[src/ips_pkg.sv]
// Constants, field positions and carrier types of the interrupt priority select block
`default_nettype none

package ips_pkg;

  // ==========================================================================
  // Priority levels (1 is highest, 18 lowest); vector index is level minus one
  // ==========================================================================
  localparam int unsigned LEVELS = 18;
  localparam logic [4:0] LVL_MC_DATA = 5'h01;
  localparam logic [4:0] LVL_DBG_ADDR = 5'h02;
  localparam logic [4:0] LVL_MC_INSTR = 5'h03;
  localparam logic [4:0] LVL_DBG_ASYNC = 5'h04;
  localparam logic [4:0] LVL_CRIT_IN = 5'h05;
  localparam logic [4:0] LVL_WATCHDOG = 5'h06;
  localparam logic [4:0] LVL_ITLB_MISS = 5'h07;
  localparam logic [4:0] LVL_ISTOR_ZONE = 5'h08;
  localparam logic [4:0] LVL_ISTOR_PAGE = 5'h09;
  localparam logic [4:0] LVL_PROG_SYSCALL = 5'h0A;
  localparam logic [4:0] LVL_DTLB_MISS = 5'h0B;
  localparam logic [4:0] LVL_DSTOR_ZONE = 5'h0C;
  localparam logic [4:0] LVL_DSTOR_WRITE = 5'h0D;
  localparam logic [4:0] LVL_ALIGN = 5'h0E;
  localparam logic [4:0] LVL_DBG_SYNC = 5'h0F;
  localparam logic [4:0] LVL_EXT = 5'h10;
  localparam logic [4:0] LVL_FIXED_TMR = 5'h11;
  localparam logic [4:0] LVL_PROG_TMR = 5'h12;
  localparam logic [4:0] LVL_NONE = 5'h00;

  // Levels served through the critical save/restore pair (1..6 and 15)
  localparam logic [17:0] CRIT_LEVEL_MASK = 18'h0403F;

  // ==========================================================================
  // Persistent status bits, also the order of the unmask vector
  // ==========================================================================
  localparam int unsigned PERSIST_N = 7;
  localparam int unsigned PS_MC_DATA = 0;
  localparam int unsigned PS_DBG_ASYNC = 1;
  localparam int unsigned PS_CRIT_IN = 2;
  localparam int unsigned PS_WATCHDOG = 3;
  localparam int unsigned PS_EXT = 4;
  localparam int unsigned PS_FIXED_TMR = 5;
  localparam int unsigned PS_PROG_TMR = 6;

  localparam logic [1:0] ZONE_NO_ACCESS = 2'h0;
  localparam logic [6:0] RESET_STATUS = 7'h00;
  localparam logic [31:0] RESET_ADDR = 32'h0000_0000;

  // ==========================================================================
  // Carriers
  // ==========================================================================
  typedef struct packed {
    logic exec_attempt;
    logic instr_xlate_on;
    logic instr_user_mode;
    logic [1:0] instr_zone;
    logic page_execute_permit;
    logic instr_page_guarded_attr;
    logic instr_tlb_miss;
    logic instr_bus_error;
    logic illegal_instr;
    logic trap_instr;
    logic priv_in_problem;
    logic system_call_instr;
    logic data_access;
    logic data_write;
    logic data_xlate_on;
    logic data_user_mode;
    logic [1:0] data_zone;
    logic page_write_permit;
    logic page_user_attr_zero;
    logic storage_user_attr_reg;
    logic data_tlb_miss;
    logic zero_block_uncached;
    logic misaligned_cache_read;
    logic misaligned_load_reserve_instr;
    logic misaligned_store_cond;
  } ips_sync_s;

  typedef struct packed {
    logic instr_addr_compare_event;
    logic exception_debug_event;
    logic unconditional_debug_event;
    logic branch_taken_event;
    logic data_addr_compare_event;
    logic data_value_compare_event;
    logic instr_complete_event;
    logic trap_taken_event;
  } ips_debug_s;

  typedef struct packed {
    logic data_bus_error;
    logic crit_input_level;
    logic watchdog_first_timeout;
    logic ext_input_level;
    logic fixed_interval_timer;
    logic programmable_interval_timer;
  } ips_async_s;

  typedef struct packed {
    logic valid;
    logic critical;
    logic [4:0] level;
    logic [17:0] cause;
  } ips_grant_s;

endpackage : ips_pkg

`default_nettype wire

[src/ips_select.sv]
// Interrupt priority selection with persistent masked-exception status
`default_nettype none

module ips_select
(
  input wire logic clk_sys,
  input wire logic rst_n,
  input wire ips_pkg::ips_sync_s sync_req,
  input wire ips_pkg::ips_debug_s debug_req,
  input wire ips_pkg::ips_async_s async_req,
  input wire logic internal_debug_mode,
  input wire logic debug_enable,
  input wire logic [6:0] unmask,
  input wire logic [6:0] status_clear,
  input wire logic take_ack,
  input wire logic [31:0] return_addr,
  output ips_pkg::ips_grant_s grant,
  output logic [6:0] status,
  output logic noncrit_save_strobe,
  output logic crit_save_strobe,
  output logic [31:0] noncrit_return_addr_reg,
  output logic [31:0] crit_return_addr_reg
);

  // ==========================================================================
  // Helpers
  // ==========================================================================
  // Lowest index set wins; index 0 is level 1
  function automatic logic [17:0] pick_first(input logic [17:0] vec);
    logic [17:0] hit;
    logic found;
    hit = 18'h00000;
    found = 1'b0;
    for (int i = 0; i < 18; i++)
    begin
      if (vec[i] && !found)
      begin
        hit[i] = 1'b1;
        found = 1'b1;
      end
    end
    return hit;
  endfunction

  // One-hot to level number, zero when nothing set
  function automatic logic [4:0] level_of(input logic [17:0] onehot);
    logic [4:0] lvl;
    lvl = ips_pkg::LVL_NONE;
    for (int i = 0; i < 18; i++)
    begin
      if (onehot[i])
      begin
        lvl = 5'(i + 1);
      end
    end
    return lvl;
  endfunction

  // ==========================================================================
  // Persistent status of maskable asynchronous sources
  // ==========================================================================
  logic [6:0] event_in; // Raw events feeding status bits
  logic [6:0] raise; // Status bits allowed through their mask

  // Event order follows the PS_ indices
  assign event_in[ips_pkg::PS_MC_DATA] = async_req.data_bus_error;
  assign event_in[ips_pkg::PS_DBG_ASYNC] = internal_debug_mode &&
    (debug_req.exception_debug_event || debug_req.unconditional_debug_event);
  assign event_in[ips_pkg::PS_CRIT_IN] = async_req.crit_input_level;
  assign event_in[ips_pkg::PS_WATCHDOG] = async_req.watchdog_first_timeout;
  assign event_in[ips_pkg::PS_EXT] = async_req.ext_input_level;
  assign event_in[ips_pkg::PS_FIXED_TMR] = async_req.fixed_interval_timer;
  assign event_in[ips_pkg::PS_PROG_TMR] = async_req.programmable_interval_timer;

  genvar g;
  generate
    for (g = 0; g < 7; g++)
    begin : g_status
      // Sticky bit; a new event beats a clear in the same cycle
      always_ff @(posedge clk_sys or negedge rst_n)
      begin
        if (!rst_n)
        begin
          status[g] <= ips_pkg::RESET_STATUS[g];
        end
        else if (event_in[g])
        begin
          status[g] <= 1'b1;
        end
        else if (status_clear[g])
        begin
          status[g] <= 1'b0;
        end
      end
      // Raised only while unmasked; unmasking later releases kept status
      assign raise[g] = status[g] && unmask[g];
    end
  endgenerate

  // ==========================================================================
  // Cause decoding into the eighteen-level request vector
  // ==========================================================================
  logic [17:0] pend; // Pending and enabled, index = level - 1
  logic dbg_ok; // Debug interrupts allowed
  logic istor_ok; // Instruction translation check applies
  logic dstor_ok; // Data translation check applies

  // Debug interrupts only exist in internal debug mode; debug enable masks them
  assign dbg_ok = internal_debug_mode && debug_enable;
  assign istor_ok = sync_req.instr_xlate_on && sync_req.exec_attempt;
  assign dstor_ok = sync_req.data_xlate_on && sync_req.data_access;

  always_comb
  begin
    pend = 18'h00000;
    // Critical group
    pend[0] = raise[ips_pkg::PS_MC_DATA];
    pend[1] = dbg_ok && debug_req.instr_addr_compare_event;
    // Fetch error only matters once execution is attempted
    pend[2] = unmask[ips_pkg::PS_MC_DATA] && sync_req.exec_attempt &&
      sync_req.instr_bus_error;
    pend[3] = debug_enable && raise[ips_pkg::PS_DBG_ASYNC];
    pend[4] = raise[ips_pkg::PS_CRIT_IN];
    pend[5] = raise[ips_pkg::PS_WATCHDOG];
    // Noncritical instruction side
    pend[6] = sync_req.exec_attempt && sync_req.instr_tlb_miss;
    pend[7] = istor_ok && sync_req.instr_user_mode &&
      (sync_req.instr_zone == ips_pkg::ZONE_NO_ACCESS);
    pend[8] = istor_ok && (!sync_req.page_execute_permit ||
      sync_req.instr_page_guarded_attr);
    pend[9] = sync_req.illegal_instr || sync_req.trap_instr ||
      sync_req.priv_in_problem || sync_req.system_call_instr;
    // Data side, noncritical except synchronous debug at level 15
    pend[10] = sync_req.data_access && sync_req.data_tlb_miss;
    pend[11] = dstor_ok && sync_req.data_user_mode &&
      (sync_req.data_zone == ips_pkg::ZONE_NO_ACCESS);
    pend[12] = dstor_ok && sync_req.data_write && (!sync_req.page_write_permit ||
      sync_req.page_user_attr_zero || sync_req.storage_user_attr_reg);
    pend[13] = sync_req.zero_block_uncached || sync_req.misaligned_cache_read ||
      sync_req.misaligned_load_reserve_instr || sync_req.misaligned_store_cond;
    pend[14] = dbg_ok && (debug_req.branch_taken_event ||
      debug_req.data_addr_compare_event || debug_req.data_value_compare_event ||
      debug_req.instr_complete_event || debug_req.trap_taken_event);
    // Asynchronous noncritical tail
    pend[15] = raise[ips_pkg::PS_EXT];
    pend[16] = raise[ips_pkg::PS_FIXED_TMR];
    pend[17] = raise[ips_pkg::PS_PROG_TMR];
  end

  // ==========================================================================
  // Selection
  // ==========================================================================
  logic [17:0] next_cause; // Single winner this cycle

  // Fixed order serialises competing requests, whatever their class
  assign next_cause = pick_first(pend);

  // Registered grant; one cycle from request to presentation
  always_ff @(posedge clk_sys or negedge rst_n)
  begin
    if (!rst_n)
    begin
      grant <= '0;
    end
    else
    begin
      grant.valid <= |pend;
      grant.critical <= |(next_cause & ips_pkg::CRIT_LEVEL_MASK);
      grant.level <= level_of(next_cause);
      grant.cause <= next_cause;
    end
  end

  // ==========================================================================
  // Return address capture on acceptance
  // ==========================================================================
  logic take_crit; // Critical grant accepted
  logic take_noncrit; // Noncritical grant accepted

  // An ack with nothing presented is ignored
  assign take_crit = take_ack && grant.valid && grant.critical;
  assign take_noncrit = take_ack && grant.valid && !grant.critical;

  // Save strobes pulse for one cycle after acceptance
  always_ff @(posedge clk_sys or negedge rst_n)
  begin
    if (!rst_n)
    begin
      noncrit_save_strobe <= 1'b0;
      crit_save_strobe <= 1'b0;
    end
    else
    begin
      noncrit_save_strobe <= take_noncrit;
      crit_save_strobe <= take_crit;
    end
  end

  // Noncritical return address register
  always_ff @(posedge clk_sys or negedge rst_n)
  begin
    if (!rst_n)
    begin
      noncrit_return_addr_reg <= ips_pkg::RESET_ADDR;
    end
    else if (take_noncrit)
    begin
      noncrit_return_addr_reg <= return_addr;
    end
  end

  // Critical return address register; kept apart so a critical
  // interrupt inside a noncritical handler does not lose its return
  always_ff @(posedge clk_sys or negedge rst_n)
  begin
    if (!rst_n)
    begin
      crit_return_addr_reg <= ips_pkg::RESET_ADDR;
    end
    else if (take_crit)
    begin
      crit_return_addr_reg <= return_addr;
    end
  end
endmodule // ips_select

`default_nettype wire

[config.mk]
export PLATFORM = sky130hd
export DESIGN_NAME = ips_select
export DESIGN_NICKNAME = d
export VERILOG_FILES = /design/src/ips_pkg.sv /design/src/ips_select.sv
export SDC_FILE = /design/constraint.sdc
export NUM_CORES = 1
export LEC_CHECK = 0
export BUFFER_PORTS_ARGS = -buffer_cell sky130_fd_sc_hd__buf_2
export CAP_MARGIN = 0
export CORE_MARGIN = 2
export CORE_UTILIZATION = 40
export CTS_BUF_LIST = sky130_fd_sc_hd__clkbuf_2
export CTS_CLUSTER_DIAMETER = 150
export CTS_CLUSTER_SIZE = 14
export DETAILED_ROUTE_END_ITERATION = 6
export HOLD_SLACK_MARGIN = 0.06
export PLACE_DENSITY = 0.71
export REMOVE_ABC_BUFFERS = 1
export SLEW_MARGIN = 5
export SYNTH_ARGS = -nofsm -noshare
export SYNTH_HDL_FRONTEND = slang
export SYNTH_SLANG_ARGS = --single-unit
[constraint.sdc]
create_clock -name clk_sys -period 2.2 [get_ports clk_sys]
set_input_delay 0.33 -clock clk_sys [delete_from_list [all_inputs] [get_ports clk_sys]]
set_output_delay 0.33 -clock clk_sys [all_outputs]
set_load 0.01 [all_outputs]
Word level (Yosys, flattened, before mapping)
Index checks and enable logic that the tools add are counted.

Add/sub/neg operators: 0. Multipliers: 0. Div/mod/pow operators: 0. $lt $le $gt $ge: 0. Equality and inequality tests: 0. Shift operators: 0. Mux-type cells: 66. Bitwise operators: 0. Reduce and logical (&&, ||, !) cells: 90.

Operators with widths (count): two-way mux 5 bit (17); two-way mux 1 bit (49); logical AND 1 bit (45); zero test 1 bit (20); OR reduction 18 bit (1); logical OR 1 bit (14); nonzero test 2 bit (7); OR reduction 7 bit (1); zero test 2 bit (2).

Register bits after elaboration: 98. Bits in latches: 0. Memory bits (writable): 0. Memory bits (read-only): 0. Input bits: 92. Output and inout port bits: 98. Word-level logic and storage cells: 171. Memories: 0.

Longest topological paths before layout
Depth in word-level cells: 54. Gate-level depth with buffers: 6.

Worst setup path before layout
No wires, ideal clock.

Path kind: register to register. Start point: reg status[1]. End point: reg grant[24] (netlist name). Arrival time: 1758 ps. Data required time: 2077 ps. Path slack: 319 ps. Cell stages (with the launch flop): 6. Path buffers: 0. Clock period less this slack: 1881 ps. Cell sequence: dfrtp_1 > a32o_2 > nor4b_4 > nand4_4 > or3_4 > nand2b_1.

Word-level cells in the longest chain between the ends: 3.

RTL lines: start, declared (RTL line ips_select.sv:18) `output logic [6:0] status,`; start signal, assigned by index (RTL line ips_select.sv:84) `status[g] <= ips_pkg::RESET_STATUS[g];`; logical AND 1 bit (RTL line ips_select.sv:96) `assign raise[g] = status[g] && unmask[g];`; logical AND 1 bit (RTL line ips_select.sv:122) `pend[3] = debug_enable && raise[ips_pkg::PS_DBG_ASYNC];`; OR reduction 18 bit (RTL line ips_select.sv:167) `grant.valid <= |pend;`; end, declared (RTL line ips_select.sv:17) `output ips_pkg::ips_grant_s grant,`.

No other way between the ends. A chain may end at the register's enable or synchronous reset.

Worst setup path after layout
Same ends and word-level chain as after synthesis.

==> results.yml <==
worst_setup_path:
  end_kind: "register"
  start_kind: "register"
  cpPeakStageDelay_ns: 0.47
  cpMaxStageDelayCell: "dfrtp_1"
  crit_chain: "a32o_2 > nor4b_4 > nand4_4 > or3_4 > nand2b_1"
  criticalPathCategory: "reg2reg"
  cp_max_fo: 6
  crit_required_ns: 2.63
  arrival_ns: 2.38
grt:
  antenna_found_initial: 0
  grt_pass1_wl_mm: 16.28
  grt_max_degree: 50
  groute.usage.overall: 0.2005
  first_global_vias: 3415
  grt-ovfl-total: 0
clock_tree:
  cts_hold_buf: 62
  clk_pin_slew_worst_paths_ns: 0.26
  clock-sinks: 98
  clk_root_buffer_cell: "clkbuf_2"
  cts_tree: "built"
  ctsHtreeMaxLevel: 3
  numCtsBuffers: 9
  clk_latency_ns: 0.52
  cts_resized: 0
  clockBufferDepth: 2
  cts_setup_buffers: 0
synthesis:
  netlist_instances: 335
  synth_area_per_cell_um2: 11.43
  synth_async_sr_flop_share: 1.000
  yosysTopAreaCellShare: 0.6403
  synth_cell_types: 45
  synth_area_leader_cell: "dfrtp_1"
  synth-edff-count: 0
  synth-main-ff-cell: "dfrtp_1"
  yosysWarnings: 0
  synth.cell_area_mm2: 0.003830
  seq_area_frac_synth: 0.6403
  yosys_register_bits: 98
  synthTopCellsByArea: "dfrtp_1, nand2_1, mux2_2, a21o_1, nor2_1"
timing:
  timing.final.max_slew_violations: 0
  max_slew_margin: 0.5928
  finalHoldViolCount: 0
  rsz0062_at_grt: "false"
  tns_ns: 0
  setup_viol: 0
  tightest_slew_ns: 0.6025
  whs_ns: 0.1342
  fin_skew_ns: 0.01686
  min_period_ns: 1.955
  min_period_over_period: 0.8887
  clock.fmax_mhz: 511.5
floorplan:
  initial_core_util: 0.4125
  core_area_mm2: 0.009284
  fp.dieH_um: 101.9
  io-pin-count: 190
  rows: 35
  fp.dieW_um: 101.9
  die-area_mm2: 0.01037
route:
  ant_nets: 0
  drt_iter0_drc: 48
  vias: 3448
  drt-wirelength-per-cell_um: 14.36
  drc: 0
  wl_mm: 10.47
  dr.pass1.iters: 4
  via_per_inst: 4.730
finish:
  area_growth_pct: 49.17
  final_cell_count_no_fill: 729
  num-nets-final: 687
  layout_commonest_cell: "buf_2"
  antennaDiodeCount: 0
  layout_common_cells: "buf_2, nand2_1, dfrtp_1"
  design_area_mm2: 0.005713
  layout-drive-gt1-share: 0.4300
  fillers: 785
place:
  portBuffers: 189
  place_inst: 651
  dp_hpwl_mm: 7.424
  place_area_mm2: 0.004971
  gp_congestion: 0.8158
power:
  power_density_mw_per_mm2: 725.5
  total_power_mw: 4.145
  ir_worst_vdd_uv: 354.3
  p_leak_nw: 3.034
flow_run:
  max_cap_viol_count: 0
min_path:
  hp-class: "in2reg"
run_status:
  status: "finished, final reports clean"
## cell usage after synthesis (2+ instances only)
cell      number
dfrtp_1       98
mux2_2        32
nand3_1        5
o211ai_1       3
nand2_1      113
and3_2         3
o21ai_0        5
clkbuf_1       8
nor3_1         5
nand3b_1       2
nor2b_1        3
nor2_1        11
a21oi_1        2
a21o_1         6
inv_1          9
## through the flow
| step | setup WS [ns] | utilization |
|---|---|---|
| after floorplan | 0.1444 | - |
| after global placement | 0.2575 | 0.5354 |
| after detailed placement | 0.2168 | 0.5354 |
| after CTS | 0.2245 | 0.6154 |
| after global routing | 0.1369 | 0.6154 |
| final | 0.2448 | 0.6154 |
## logic make-up after synthesis
family	count (synthesis)	synth area share
AO/OA/AOI/OAI	25	0.04672
AND/OR/NAND/NOR	161	0.2003
flip-flops	98	0.6403
buffers and inverters	19	0.01862
multiplexers	32	0.09409
## routing by layer
metal	up-vias	track usage	share of wire
li1	1640	-	-
met1	1624	0.2380	0.40
met2	170	0.3603	0.50
met3	14	0.05540	0.083
met4	0	0.05128	0.012
met5	-	0	0
## final cells by class
cell class	count	area [um^2]	area share
Timing Repair Buffer	258	1634	0.2860
Clock buffer	9	45.04	0.007884
Multi-Input combinational cell	218	1306	0.2286
Clock inverter	7	76.32	0.01336
Inverter	10	37.54	0.006570
Sequential cell	98	2452	0.4293
Tap cell	129	161.4	0.02825
## critical path: cells and delay by family (launching register included)
kind,cells,cell delay (ns)
AND/OR/NAND/NOR,4,1.09
flip-flops,1,0.47
AO/OA/AOI/OAI,1,0.32
## final timing paths
| check | startpoint | to | slack (ns) | cells past startpoint |
|---|---|---|---|---|
| worst max register to register | status[1]$_DFFE_PN0P_ | grant[24]$_DFF_PN0_ | 0.24 | 5 |
| min in group asynchronous | rst_n | crit_return_addr_reg[20]$_DFFE_PN0P_ | 0.23 | 2 |
| max in group asynchronous | rst_n | noncrit_return_addr_reg[0]$_DFFE_PN0P_ | 1.32 | 3 |
| worst max-delay path | status[1]$_DFFE_PN0P_ | grant[24]$_DFF_PN0_ | 0.24 | 5 |
| worst min register to register | noncrit_return_addr_reg[21]$_DFFE_PN0P_ | noncrit_return_addr_reg[21]$_DFFE_PN0P_ | 0.51 | 2 |
| worst min-delay path | unmask[1] | grant[4]$_DFF_PN0_ | 0.13 | 3 |
## power breakdown
part / internal, mW / total [mW] / switching [mW]
clock network: 0.270 / 0.877 / 0.607
registers: 2.07 / 2.22 / 0.142
logic: 0.507 / 1.05 / 0.545
total: 2.85 / 4.14 / 1.29
Note: power is estimated with default switching activity, not from simulation.
